**src/design/pdx_pkg.sv**
```systemverilog
// constants and carrier types for the paged data address extender
// assumes the core data address generator and sfr writes run on MCLK
package pdx_pkg;
	localparam int RD_PAGE_W = 10;
	localparam int WR_PAGE_W = 9;
	localparam int EA_W      = 16;
	localparam int XA_W      = 24;
	localparam int EA_PAGE_BIT   = 15;
	localparam int RD_WINDOW_BIT = 9;
	localparam logic [RD_PAGE_W-1:0] RD_PAGE_RST = 10'h000;
	localparam logic [WR_PAGE_W-1:0] WR_PAGE_RST = 9'h000;
	localparam int XFER_LATENCY = 1;

	typedef enum logic {PDX_POST_MOD, PDX_PRE_MOD} pdx_mode_t;

	typedef struct packed {
		logic            valid;
		logic            write;
		pdx_mode_t       mode;
		logic [EA_W-1:0] ea;
	} pdx_req_t;

	typedef struct packed {
		logic            valid;
		logic            write;
		logic            paged;
		logic            program_space_window;
		logic [XA_W-1:0] addr;
	} pdx_rsp_t;

	typedef struct packed {
		logic                 wr_read_page;
		logic                 wr_write_page;
		logic [RD_PAGE_W-1:0] wdata;
	} pdx_sfr_t;
endpackage

```
**src/design/pdx_extender.sv**
```systemverilog
// paged data address extender: ea plus page registers to extended address
// assumes requests and sfr strobes come from core logic on MCLK
// Overview of operation
// RULE1: separate read page register of 10 bits and write page register of 9 bits
// RULE2: paging only applies when effective address bit 15 is set
// RULE3: read, page bit 9 clear, ea15 set: read page 8..0 above ea 14..0
// RULE4: write with ea15 set: write page 8..0 above ea 14..0
// RULE5: formation identical for pre-modified and post-modified effective addresses
// RULE6: page registers written and read back as ordinary sfr registers
// RULE7: ea15 clear: address passes through unpaged, page registers ignored
module pdx_extender
	import pdx_pkg::*;
#(
	parameter int RD_W = pdx_pkg::RD_PAGE_W,
	parameter int WR_W = pdx_pkg::WR_PAGE_W
)
(
	input  wire logic               MCLK,
	input  wire logic               RESET_N,
	input  wire pdx_pkg::pdx_sfr_t  SFR_IN,
	input  wire pdx_pkg::pdx_req_t  REQ,
	output      pdx_pkg::pdx_rsp_t  RSP,
	output      logic [RD_W-1:0]    DATA_READ_PAGE,
	output      logic [WR_W-1:0]    DATA_WRITE_PAGE
);
	import pdx_pkg::*;

	// elaboration check on the page widths
	if (RD_W != RD_PAGE_W || WR_W != WR_PAGE_W)
	begin : g_width_check
		$error("page widths must match the 24-bit address split");
	end

	logic [RD_W-1:0] data_read_page_q;
	logic [WR_W-1:0] data_write_page_q;
	pdx_rsp_t        rsp_q;
	pdx_rsp_t        rsp_d;
	logic            hi_half;
	logic [8:0]      rd_page_low;
	logic [8:0]      wr_page_low;
	logic            rd_window;
	logic [XA_W-1:0] pass_addr;
	logic [XA_W-1:0] rd_xaddr;
	logic [XA_W-1:0] wr_xaddr;

	// sfr side of the page registers
	always_ff @(posedge MCLK or negedge RESET_N)
	begin
		if (!RESET_N)
			data_read_page_q <= RD_PAGE_RST;
		else if (SFR_IN.wr_read_page)
			data_read_page_q <= SFR_IN.wdata[RD_W-1:0]; // RULE1 RULE6
	end

	always_ff @(posedge MCLK or negedge RESET_N)
	begin
		if (!RESET_N)
			data_write_page_q <= WR_PAGE_RST;
		else if (SFR_IN.wr_write_page)
			data_write_page_q <= SFR_IN.wdata[WR_W-1:0]; // RULE1 RULE6
	end

	assign DATA_READ_PAGE  = data_read_page_q; // RULE6
	assign DATA_WRITE_PAGE = data_write_page_q;

	// address formation, mode deliberately not consulted
	assign hi_half = REQ.ea[EA_PAGE_BIT]; // RULE2 RULE5

	// candidate addresses, one per outcome
	assign rd_page_low = data_read_page_q[8:0];
	assign wr_page_low = data_write_page_q[8:0];
	assign rd_window   = data_read_page_q[RD_WINDOW_BIT];
	assign pass_addr   = {8'h00, REQ.ea}; // RULE7
	assign rd_xaddr    = {rd_page_low, REQ.ea[14:0]}; // RULE3
	assign wr_xaddr    = {wr_page_low, REQ.ea[14:0]}; // RULE4

	always_comb
	begin
		rsp_d                      = '0;
		rsp_d.valid                = REQ.valid;
		rsp_d.write                = REQ.write;
		rsp_d.addr                 = pass_addr; // RULE7
		if (hi_half)
		begin
			if (REQ.write)
			begin
				rsp_d.paged = 1'b1;
				rsp_d.addr  = wr_xaddr; // RULE4
			end
			else if (!rd_window)
			begin
				rsp_d.paged = 1'b1;
				rsp_d.addr  = rd_xaddr; // RULE3
			end
			else
				rsp_d.program_space_window = 1'b1;
		end
	end

	always_ff @(posedge MCLK or negedge RESET_N)
	begin
		if (!RESET_N)
			rsp_q <= '0;
		else
			rsp_q <= rsp_d;
	end

	assign RSP = rsp_q;
endmodule

```
**config.mk**
```make
export PLATFORM = sky130hd
export DESIGN_NAME = pdx_extender
export DESIGN_NICKNAME = d
export VERILOG_FILES = /design/src/design/pdx_pkg.sv /design/src/design/pdx_extender.sv
export SDC_FILE = /design/constraint.sdc
export NUM_CORES = 1
export LEC_CHECK = 0
export ABC_CLOCK_PERIOD_IN_PS = 900
export BUFFER_PORTS_ARGS = -buffer_cell sky130_fd_sc_hd__buf_4
export CAP_MARGIN = 15
export CORE_ASPECT_RATIO = 1.2
export CORE_MARGIN = 2
export CORE_UTILIZATION = 40
export CTS_BUF_LIST = sky130_fd_sc_hd__clkbuf_4 sky130_fd_sc_hd__clkbuf_8
export CTS_CLUSTER_DIAMETER = 150
export CTS_CLUSTER_SIZE = 40
export DETAILED_ROUTE_END_ITERATION = 6
export PLACE_DENSITY = 0.84
export SLEW_MARGIN = 20
export SYNTH_ARGS = -nofsm -noshare
export SYNTH_HDL_FRONTEND = slang
export SYNTH_SLANG_ARGS = --single-unit
```
**constraint.sdc**
```tcl
create_clock -name MCLK -period 0.9 [get_ports MCLK]
set_input_delay 0.135 -clock MCLK [delete_from_list [all_inputs] [get_ports MCLK]]
set_output_delay 0.135 -clock MCLK [all_outputs]
set_load 0.02 [all_outputs]
```
==> reports/summary.txt, run 1 <==
OUTCOME
--------------------------------------------------------------------------------
Run status                                                          complete, but fails checks
Violations in the final reports                                     setup timing

CRITICAL PATH
--------------------------------------------------------------------------------
Cell depth of the worst flop-to-flop path                                      2
Reg2Reg Capture Point                                                    RSP[15]
Crit path from                                                      DATA_READ_PAGE[0]
Kind of critical path                                               flip-flop to output pin
FF-to-FF setup slack                                                    -0.19 ns
Endpoint kind of the worst setup timing path                          output pin
CP max FO                                                                      2
Cells traversed along the worst timing path                         buf_6 > buf_6
Startpoint of the worst-slack reg-to-reg timing path                DATA_READ_PAGE[9]
Crit path max-delay family                                            flip-flops
Delay contributed by the slowest stage of the critical path              0.44 ns
Slowest stage cell, crit path                                            dfrtp_1
Endpoint required time on the critical path                              0.76 ns
Crit path buf inv count                                                        2
Worst Setup Start Kind                                                 flip-flop
Crit path arrival time                                                   1.02 ns
Top cell by count, worst path                                              buf_6
Critical path depth                                                            2
Setup crit end                                                      DATA_READ_PAGE[0]

SYNTHESIS
--------------------------------------------------------------------------------
Fraction of post-synthesis cell area in the top cell type by area          0.757
Sequential element share of the synthesized area                           0.757
Number of flip-flops and latches in the synthesized netlist                   47
Synthesized net count                                                        119
Post-Syn Area per Cell                                                18.1 sq um
Leading cell types by total area after synthesis                    dfrtp_1 76%, mux2_2 14%, a32o_1 4.5%
Number of standard cells after synthesis                                      86
Synth warn                                                                     0
Most area-hungry cell type in the Yosys netlist                          dfrtp_1
Netlist cell types                                                            14
Post-synthesis instance area                                          1550 sq um

GLOBAL ROUTE
--------------------------------------------------------------------------------
Aggregate global-route resource usage                                      0.265
Met2 Use GR                                                                0.423
Wire length of the first global-routing pass                             8020 um
Most used routing layer                                                     met2
Total congestion overflow after global routing                                 0
Met3 capacity usage during global routing                                 0.0945
Met1 Usage GRT                                                             0.324
Number of global-route vias before repair                                   1451
Pin count of the biggest net entering global routing                          22
Number of antenna violations at the first check in global routing              0

ROUTING
--------------------------------------------------------------------------------
Detailed Route Iter0 Violations                                               54
Drc violations                                                                 0
Antenna-violating nets left                                                    0
Wirelength per Cell                                                      22.0 um
Pre-antenna DRT Iters                                                          4
Routed Wire Length                                                       5780 um
Via count normalized by instance count                                      5.04
Total via count in the routed design                                        1326

CLOCK NETWORK
--------------------------------------------------------------------------------
Worst skew pair latency                                                  0.31 ns
CTS Root Cell                                                           clkbuf_8
H-Tree Depth                                                                   2
Clock transition at the registers of the reported paths                  0.08 ns
Number of buffers created by CTS                                               5
TritonCTS clock tree                                                       built
Buffer levels on the longest clock path                                        2
Clock sink total                                                              47

POWER AND IR DROP
--------------------------------------------------------------------------------
Post-route total power                                                   5.01 mW
Part of the total power dissipated in combinational logic                  0.257
Clock power frac                                                           0.261
Internal power component                                                 3.62 mW
Switching component of the power                                         1.40 mW
Switching portion of total power                                           0.279
Worst IR Drop VDD                                                        1.25 mV
Proportion of power drawn by flip-flops and latches                        0.482
Power per cell area                                                 1720 nW/um^2
Cell leakage power                                                       1.41 nW

FINISH
--------------------------------------------------------------------------------
Layout cells sized above 1                                                 0.640
Area grow syn2layout                                                       87.8%
Antenna Diode Count                                                            0
Final standard cell count with taps included and fillers excluded            263
Register cell area after layout                                       1180 sq um
Filler cell count                                                            186
Post-layout net count                                                        244
Area taken by multi-input logic gates                                  369 sq um

TIMING
--------------------------------------------------------------------------------
Post-layout minimum cycle time                                           1.15 ns
Max Clk Rate                                                             867 MHz
Period Utilization, post-route                                              1.28
Slew at the pin closest to its max-slew limit                           0.400 ns
Number of hold-slack violations in the final timing report                     0
RSZ-0062 raised after global routing                                        true
Max_slew headroom                                                          0.733
Count of pins over their slew limit                                            0
Max Clock Skew                                                        0.00566 ns
Final setup fails                                                             71
Least setup slack across all paths after layout                        -0.254 ns

FLOORPLANNING
--------------------------------------------------------------------------------
Die ar.                                                               4400 sq um
Num rows                                                                      24
Core Area                                                             3660 sq um
Die Y-Extent                                                             72.3 um
Die span in x                                                            60.9 um
Initial core utilization                                                   0.424
Boundary pin count                                                            80

PLACED DESIGN
--------------------------------------------------------------------------------
HPWL after detailed placement                                            2650 um
Placement-stage worst setup slack                                      -0.164 ns
Number of cells after detailed placement                                     218
Port bufs                                                                     78
RD Place Congestion                                                        0.708

MIN PATH
--------------------------------------------------------------------------------
Tightest Hold Check Type                                            input pin to flip-flop

RUN
--------------------------------------------------------------------------------
Max cap viols                                                                  0

-- layout make-up --
cell class              count  share of cell area
clock buffers               6              0.0283
clock inverters             1             0.00172
inverters                   1             0.00129
multi-input cells          34               0.127
flip-flops and latches     47               0.404
well taps                  52              0.0223
repair buffers            122               0.416
-- worst register-to-register path: stages (launching register included) --
cell and delay [ns]:
dfrtp_2 0.44, or3_4 0.38, o211a_1 0.16
-- per-layer routing --
metal / share of wire / wire [um] / vias up
li1: - / - / 551
met1: 0.37 / 2150 / 677
met2: 0.51 / 2940 / 84
met3: 0.093 / 536 / 12
met4: 0.027 / 155 / 2
met5: 0.00086 / 5 / -
-- logic make-up after synthesis --
family,count (synthesis),share of synthesized area
AOI/OAI and AO/OA,10,0.0621
muxes,19,0.138
DFF,47,0.757
and+or+nand+nor,5,0.0234
buffers and inverters,5,0.0193
-- sequential cells by signal (all words and copies together) (netlist names) --
signal / flops
DATA_READ_PAGE: 10
DATA_WRITE_PAGE: 9
RSP: 28
-- synth_stat cells --
cell,number
a32o_1,7
o211a_1,1
and2_0,1
nor4bb_1,1
nor2_2,1
a21boi_0,1
a31o_1,1
and3_2,1
buf_6,1
mux2_2,19
dfrtp_1,47
inv_1,1
or3_1,1
buf_2,3
-- layout by cell type (no fill, tap or decap) --
cell type and count:
a21boi_1 1, a31o_1 1, a32o_1 6, a32o_2 1, and2_0 1, and3_2 1, buf_12 1, buf_4 39
buf_6 64, clkbuf_8 6, clkinv_2 1, dfrtp_1 46, dfrtp_2 1, dlygate4sd3_1 18, inv_1 1, mux2_2 16
mux2_4 3, nor2_4 1, nor4bb_1 1, o211a_1 1, or3_4 1
-- worst min-delay path by stage --
stage | from | endpoint | slack (ns) | cells after the start
after floorplan | RESET_N | DATA_READ_PAGE[0] | -0.16 | 0
after global placement | RESET_N | RSP[8] | 0.01 | 1
after detailed placement | RESET_N | RSP[5] | 0.01 | 1
after CTS | SFR_IN[9] | DATA_READ_PAGE[9] | 0.06 | 2
after global routing | SFR_IN[7] | DATA_READ_PAGE[7] | 0.06 | 2
final | SFR_IN[6] | DATA_WRITE_PAGE[6] | 0.07 | 2
-- stage by stage --
step	util	hold WS, ns	instance area (sq um)	TNS [ns]
after global placement	0.610	0.0124	2240	-0.898
after detailed placement	0.610	0.0140	2240	-0.926
after CTS	0.768	0.0644	2810	-3.99
after global routing	0.796	0.0617	2920	-7.36
final	0.796	0.0662	2920	-5.71
after floorplan	-	-0.161	1550	-0.347
-- power by group through the flow --
stage          registers (mW)  clock network, mW  logic (mW)
2_1_floorplan            2.61                  0       0.162
3_3_place_gp             2.40                  0       0.836
3_5_place_dp             2.41                  0       0.854
4_1_cts                  2.38               1.27        1.16
5_1_grt                  2.43               1.41        1.35
6_report                 2.42               1.31        1.29
-- what timing repair did --
action,CTS,global route
setup endpoints to repair,56,73
gates resized for setup,50,21
hold buffers,18,0
hold endpoints to repair,64,0
setup buffers,16,4
pin swaps,4,1
Power figures use the tool's default switching activity.
==> run 2: changes to the inputs <==
--- a/config.mk
+++ b/config.mk
@@ -15,8 +15,10 @@
 export CTS_CLUSTER_DIAMETER = 150
 export CTS_CLUSTER_SIZE = 40
 export DETAILED_ROUTE_END_ITERATION = 6
+export GPL_TIMING_DRIVEN = 0
 export PLACE_DENSITY = 0.84
-export SLEW_MARGIN = 20
+export SKIP_CTS_REPAIR_TIMING = 1
+export SLEW_MARGIN = 10
 export SYNTH_ARGS = -nofsm -noshare
 export SYNTH_HDL_FRONTEND = slang
 export SYNTH_SLANG_ARGS = --single-unit
==> run 2 against run 1 <==
Effect of this change: the run ends with hold timing, setup timing left; critical path depth stayed put; clock-buffer cell count is 1 lower; sequential power hardly changed; fmax is 9.7% higher; largest power group unchanged; die area stayed put; final area is 6.8% lower; power is 0.76% higher; global-route usage is 9.1 points lower; clock skew is 0.010 ns higher; clock power is 19% higher; largest cell class is now registers.
==> reports/summary.txt, run 2 (synthesis gave the netlist of run 1 again) <==
OUTCOME
--------------------------------------------------------------------------------
Run status                                                          complete, but fails checks
Violations in the final reports                                     hold timing, setup timing

TIMING
--------------------------------------------------------------------------------
Count of pins over their slew limit                                            0
Period Utilization, post-route                                              1.17
Worst slack on hold paths                                              -0.175 ns
RSZ-0062 raised after global routing                                        true
Max_slew headroom                                                          0.616
Final setup fails                                                             61
Number of hold-slack violations in the final timing report                    47
Max Clock Skew                                                         0.0160 ns
Slew at the pin closest to its max-slew limit                           0.576 ns
Post-layout minimum cycle time                                           1.05 ns
Least setup slack across all paths after layout                        -0.152 ns
Max Clk Rate                                                             951 MHz

PLACED DESIGN
--------------------------------------------------------------------------------
Port bufs                                                                     76
RD Place Congestion                                                        0.667
Placement-stage worst setup slack                                      -0.185 ns
HPWL after detailed placement                                            2730 um

CRITICAL PATH
--------------------------------------------------------------------------------
Crit path arrival time                                                   1.24 ns
Delay contributed by the slowest stage of the critical path              0.47 ns
Kind of critical path                                               flip-flop to flip-flop
Endpoint kind of the worst setup timing path                           flip-flop
Endpoint required time on the critical path                              1.09 ns
CP max FO                                                                      6
Startpoint of the worst-slack reg-to-reg timing path                DATA_READ_PAGE[9]
Slowest stage cell, crit path                                            dfrtp_2
Cells traversed along the worst timing path                         or3_1 > o211a_1
Worst Setup Start Kind                                                 flip-flop
Crit path from                                                      DATA_READ_PAGE[9]

POWER AND IR DROP
--------------------------------------------------------------------------------
Switching component of the power                                         1.35 mW
Power per cell area                                                 1860 nW/um^2
Proportion of power drawn by flip-flops and latches                        0.478
Worst IR Drop VDD                                                        1.43 mV
Clock power frac                                                           0.309
Cell leakage power                                                       1.30 nW
Internal power component                                                 3.70 mW
Part of the total power dissipated in combinational logic                  0.214
Switching portion of total power                                           0.268

ROUTING
--------------------------------------------------------------------------------
Total via count in the routed design                                        1217
Antenna-violating nets left                                                    0
Routed Wire Length                                                       4990 um
Pre-antenna DRT Iters                                                          4
Detailed Route Iter0 Violations                                               40
Wirelength per Cell                                                      20.1 um
Drc violations                                                                 0
Via count normalized by instance count                                      4.91

GLOBAL ROUTE
--------------------------------------------------------------------------------
Total congestion overflow after global routing                                 0
Pin count of the biggest net entering global routing                          48
Number of global-route vias before repair                                   1084
Aggregate global-route resource usage                                      0.175
Number of antenna violations at the first check in global routing              0
Wire length of the first global-routing pass                             5410 um

FLOORPLANNING
--------------------------------------------------------------------------------
Die ar.                                                               4400 sq um
Boundary pin count                                                            80
Core Area                                                             3660 sq um
Initial core utilization                                                   0.424
Die span in x                                                            60.9 um
Die Y-Extent                                                             72.3 um
Num rows                                                                      24

MIN PATH
--------------------------------------------------------------------------------
Tightest Hold Check Type                                            input pin to asynchronous set/reset pin

FINISH
--------------------------------------------------------------------------------
Area grow syn2layout                                                       75.1%
Post-layout net count                                                        228
Share of the core filled with cells                                        0.742
Layout cells sized above 1                                                 0.612
Most common cell after layout, fill and taps aside                         buf_6
Flip-flop count of the largest register after layout                          28
Antenna Diode Count                                                            0
Commonest non-fill, non-tap cells in the layout                     48 x buf_6, 46 x dfrtp_1, 39 x buf_4

CLOCK NETWORK
--------------------------------------------------------------------------------
Buffer levels on the longest clock path                                        2
Worst skew pair latency                                                  0.30 ns
Clock sink total                                                              47
Number of buffers created by CTS                                               5
H-Tree Depth                                                                   2
TritonCTS clock tree                                                       built
CTS Root Cell                                                           clkbuf_8
Clock transition at the registers of the reported paths                  0.10 ns

RUN
--------------------------------------------------------------------------------
Max cap viols                                                                  0

-- run 2: cell types whose count changed in the layout (fill, tap and decap cells not counted), moves of 2 or more --
cell | previous run | this run
buf_6 | 64 | 48
mux2_4 | 3 | 0
dlygate4sd3_1 | 18 | 16
mux2_2 | 16 | 19
buf_2 | 0 | 3
-- run 2: path summary, 6_finish.rpt --
kind / slack (ns) / to / cells past startpoint
min in group MCLK: 0.02 / RSP[26] / 1
max reg2reg: -0.15 / RSP[15] / 2
min reg2reg: 0.56 / DATA_READ_PAGE[1] / 1
min: -0.17 / RSP[9] / 1
max in group asynchronous: 0.64 / DATA_READ_PAGE[9] / 1
max: -0.15 / RSP[15] / 2
-- run 2: metrics by stage --
stage	hold slack, ns	instance area, sq um	TNS (ns)	total power [mW]	cells
final	-0.175	2720	-3.88	5.05	248
after global routing	-0.137	2720	-5.71	5.22	248
after CTS	-0.153	2300	-5.20	4.75	222
after detailed placement	0.168	2190	-1.33	3.24	214
after global placement	0.148	2190	-1.34	3.21	214
after floorplan	-0.161	1550	-0.347	2.77	86
-- run 2: area by class of cell --
type / instances / area, sq um
flip-flops and latches: 47 / 1180
repair buffers: 102 / 982
fillers: 218 / 945
multi-input cells: 34 / 352
clock buffers: 5 / 68.8
well taps: 52 / 65.1
clock inverters: 3 / 43.8
plain buffers: 4 / 26.3
inverters: 1 / 3.75
-- run 2: per-layer routing --
layer	GRT usage	part of all wire	wire, um	up-vias
met5	0	0	0	-
li1	-	-	-	521
met3	0.0695	0.089	442	4
met1	0.178	0.38	1910	609
met2	0.319	0.52	2600	83
met4	0.0507	0.0072	36	0
-- run 2: power groups by stage --
stage / Clock (mW) / Sequential, mW / Combinational, mW
finish: 1.56 / 2.41 / 1.08
detailed placement: 0 / 2.41 / 0.828
floorplan: 0 / 2.61 / 0.162
CTS: 1.54 / 2.37 / 0.831
global route: 1.65 / 2.43 / 1.14
global placement: 0 / 2.40 / 0.806
-- run 2: worst max-delay path: cells and delay by family (launching register included) --
family	cells	cell delay (ns)
AOI/OAI and AO/OA	1	0.15
DFF	1	0.47
and+or+nand+nor	1	0.34
==> run 3: changes to the inputs <==
--- a/config.mk
+++ b/config.mk
@@ -5,18 +5,20 @@
 export SDC_FILE = /design/constraint.sdc
 export NUM_CORES = 1
 export LEC_CHECK = 0
-export ABC_CLOCK_PERIOD_IN_PS = 900
+export ABC_CLOCK_PERIOD_IN_PS = 1400
 export BUFFER_PORTS_ARGS = -buffer_cell sky130_fd_sc_hd__buf_4
 export CAP_MARGIN = 15
+export CELL_PAD_IN_SITES_DETAIL_PLACEMENT = 0
+export CELL_PAD_IN_SITES_GLOBAL_PLACEMENT = 2
 export CORE_ASPECT_RATIO = 1.2
 export CORE_MARGIN = 2
-export CORE_UTILIZATION = 40
+export CORE_UTILIZATION = 32
 export CTS_BUF_LIST = sky130_fd_sc_hd__clkbuf_4 sky130_fd_sc_hd__clkbuf_8
 export CTS_CLUSTER_DIAMETER = 150
 export CTS_CLUSTER_SIZE = 40
 export DETAILED_ROUTE_END_ITERATION = 6
 export GPL_TIMING_DRIVEN = 0
-export PLACE_DENSITY = 0.84
+export PLACE_DENSITY_LB_ADDON = 0.1
 export SKIP_CTS_REPAIR_TIMING = 1
 export SLEW_MARGIN = 10
 export SYNTH_ARGS = -nofsm -noshare
==> constraint.sdc (replaced) <==
create_clock -name MCLK -period 1.4 [get_ports MCLK]
set_input_delay 0.21 -clock MCLK [delete_from_list [all_inputs] [get_ports MCLK]]
set_output_delay 0.21 -clock MCLK [all_outputs]
set_load 0.02 [all_outputs]
==> run 3 against run 2 <==
Effect of this change: core utilization is 23 points lower; worst setup slack improved by 0.40 ns; final area fell by 13%; combinational power fell by 50%; sequential cell count did not move; power is 44% lower; critical path depth is 1 lower; routed wire length is 30% lower; clock-buffer cell count up 2; largest power group unchanged; critical path type is now flip-flop to output pin; the flow now finishes without violations; sequential share of layout area up 6.4 points; register-to-register slack gained 0.44 ns.
==> reports/summary.txt, run 3 (synthesis gave the netlist of run 1 again) <==
FINISH
--------------------------------------------------------------------------------
Commonest non-fill, non-tap cells in the layout                     76 x buf_4, 47 x dfrtp_1, 19 x mux2_2
Most common cell after layout, fill and taps aside                         buf_4
Layout cells sized above 1                                                 0.612
Post-layout net count                                                        210
Antenna Diode Count                                                            0
Area grow syn2layout                                                       52.3%
Flip-flop count of the largest register after layout                          28

FLOORPLANNING
--------------------------------------------------------------------------------
Die Y-Extent                                                             80.3 um
Die span in x                                                            67.6 um
Initial core utilization                                                   0.335
Boundary pin count                                                            80
Num rows                                                                      27
Core Area                                                             4630 sq um
Die ar.                                                               5430 sq um

CRITICAL PATH
--------------------------------------------------------------------------------
Slowest stage cell, crit path                                            dfrtp_1
Cell depth of the worst flop-to-flop path                                      2
Cells traversed along the worst timing path                                buf_4
Kind of critical path                                               flip-flop to output pin
Startpoint of the worst-slack reg-to-reg timing path                DATA_READ_PAGE[9]
Crit path arrival time                                                   0.94 ns
CP max FO                                                                      7
Reg2Reg Capture Point                                                    RSP[21]
Crit path buf inv count                                                        1
Endpoint kind of the worst setup timing path                          output pin
Endpoint required time on the critical path                              1.19 ns
Crit path max-delay family                                            flip-flops
FF-to-FF setup slack                                                     0.29 ns
Worst Setup Start Kind                                                 flip-flop
Critical path depth                                                            1
Delay contributed by the slowest stage of the critical path              0.47 ns

TIMING
--------------------------------------------------------------------------------
Max_slew headroom                                                          0.621
Max Clk Rate                                                             867 MHz
Setup_tns                                                                   0 ns
Worst slack on hold paths                                              0.0242 ns
Count of pins over their slew limit                                            0
Post-layout minimum cycle time                                           1.15 ns
Number of hold-slack violations in the final timing report                     0
Max Clock Skew                                                        0.00565 ns
Slew at the pin closest to its max-slew limit                           0.569 ns
Period Utilization, post-route                                             0.823
RSZ-0062 raised after global routing                                       false
Final setup fails                                                              0

ROUTING
--------------------------------------------------------------------------------
Total via count in the routed design                                        1071
Pre-antenna DRT Iters                                                          4
Drc violations                                                                 0
Antenna-violating nets left                                                    0
Detailed Route Iter0 Violations                                               31
Routed Wire Length                                                       3520 um
Via count normalized by instance count                                      4.54
Wirelength per Cell                                                      14.9 um

PLACED DESIGN
--------------------------------------------------------------------------------
HPWL after detailed placement                                            2450 um
RD Place Congestion                                                        0.634
Port bufs                                                                     76

POWER AND IR DROP
--------------------------------------------------------------------------------
Worst IR Drop VDD                                                       0.631 mV
Power per cell area                                                 1210 nW/um^2
Cell leakage power                                                       1.16 nW

GLOBAL ROUTE
--------------------------------------------------------------------------------
Pin count of the biggest net entering global routing                          48
Number of antenna violations at the first check in global routing              0
Total congestion overflow after global routing                                 0
Wire length of the first global-routing pass                             5160 um
Aggregate global-route resource usage                                      0.132
Number of global-route vias before repair                                   1052

MIN PATH
--------------------------------------------------------------------------------
Worst hold path endpoint                                                  RSP[4]
Hold Crit Depth                                                                1
Tightest Hold Check Type                                            input pin to flip-flop
Startpoint of the tightest hold check path                                REQ[4]

CLOCK NETWORK
--------------------------------------------------------------------------------
Worst skew pair latency                                                  0.29 ns
Clock sink total                                                              47
CTS Root Cell                                                           clkbuf_8
Clock transition at the registers of the reported paths                  0.08 ns
Number of buffers created by CTS                                               5
TritonCTS clock tree                                                       built
H-Tree Depth                                                                   2
Buffer levels on the longest clock path                                        2

RUN
--------------------------------------------------------------------------------
Max cap viols                                                                  0

OUTCOME
--------------------------------------------------------------------------------
Run status                                                          complete, no violations

[run 3: cell type report]
class | count | area [sq um]
Fill cell | 430 | 2260
Sequential cell | 47 | 1180
Timing Repair Buffer | 84 | 651
Multi-Input combinational cell | 34 | 347
Clock buffer | 7 | 83.8
Tap cell | 58 | 72.6
Buffer | 4 | 26.3
Clock inverter | 1 | 5.00
Inverter | 1 | 3.75
[run 3: stage by stage]
stage / power [mW] / util / setup slack, ns / cells / instance area, sq um
finish: 2.85 / 0.511 / 0.247 / 236 / 2360
global route: 3.02 / 0.511 / 0.201 / 236 / 2360
CTS: 2.89 / 0.494 / 0.225 / 228 / 2280
detailed placement: 2.08 / 0.474 / 0.278 / 220 / 2200
global placement: 2.07 / 0.474 / 0.291 / 220 / 2200
floorplan: 1.78 / - / 0.298 / 86 / 1550
[run 3: metal layers]
metal | track usage | vias up | wire length (um)
met5 | 0 | - | 0
met4 | 0.0490 | 0 | 43
met3 | 0.0574 | 6 | 357
met2 | 0.211 | 58 | 1740
met1 | 0.153 | 521 | 1380
li1 | - | 486 | -
[run 3: how the worst max path moves through the flow]
| stage | slack (ns) | to | from |
|---|---|---|---|
| floorplan | 0.30 | RSP[15] | DATA_READ_PAGE[9] |
| global placement | 0.29 | RSP[18] | DATA_READ_PAGE[9] |
| detailed placement | 0.28 | RSP[21] | DATA_READ_PAGE[9] |
| CTS | 0.22 | DATA_READ_PAGE[9] | DATA_READ_PAGE[9] |
| global route | 0.20 | DATA_READ_PAGE[9] | DATA_READ_PAGE[9] |
| finish | 0.25 | DATA_READ_PAGE[9] | DATA_READ_PAGE[9] |
[run 3: power breakdown]
| group | internal (mW) | total, mW | leakage, nW | switching (mW) |
|---|---|---|---|---|
| Sequential | 1.46 | 1.52 | 0.564 | 0.0585 |
| Clock | 0.389 | 0.797 | 0.0491 | 0.408 |
| Combinational | 0.269 | 0.538 | 0.545 | 0.269 |
[run 3: worst register-to-register path, cell delays in order (launching register included)]
cell and delay, ns:
dfrtp_1 0.46, nor2_2 0.35, a32o_1 0.23
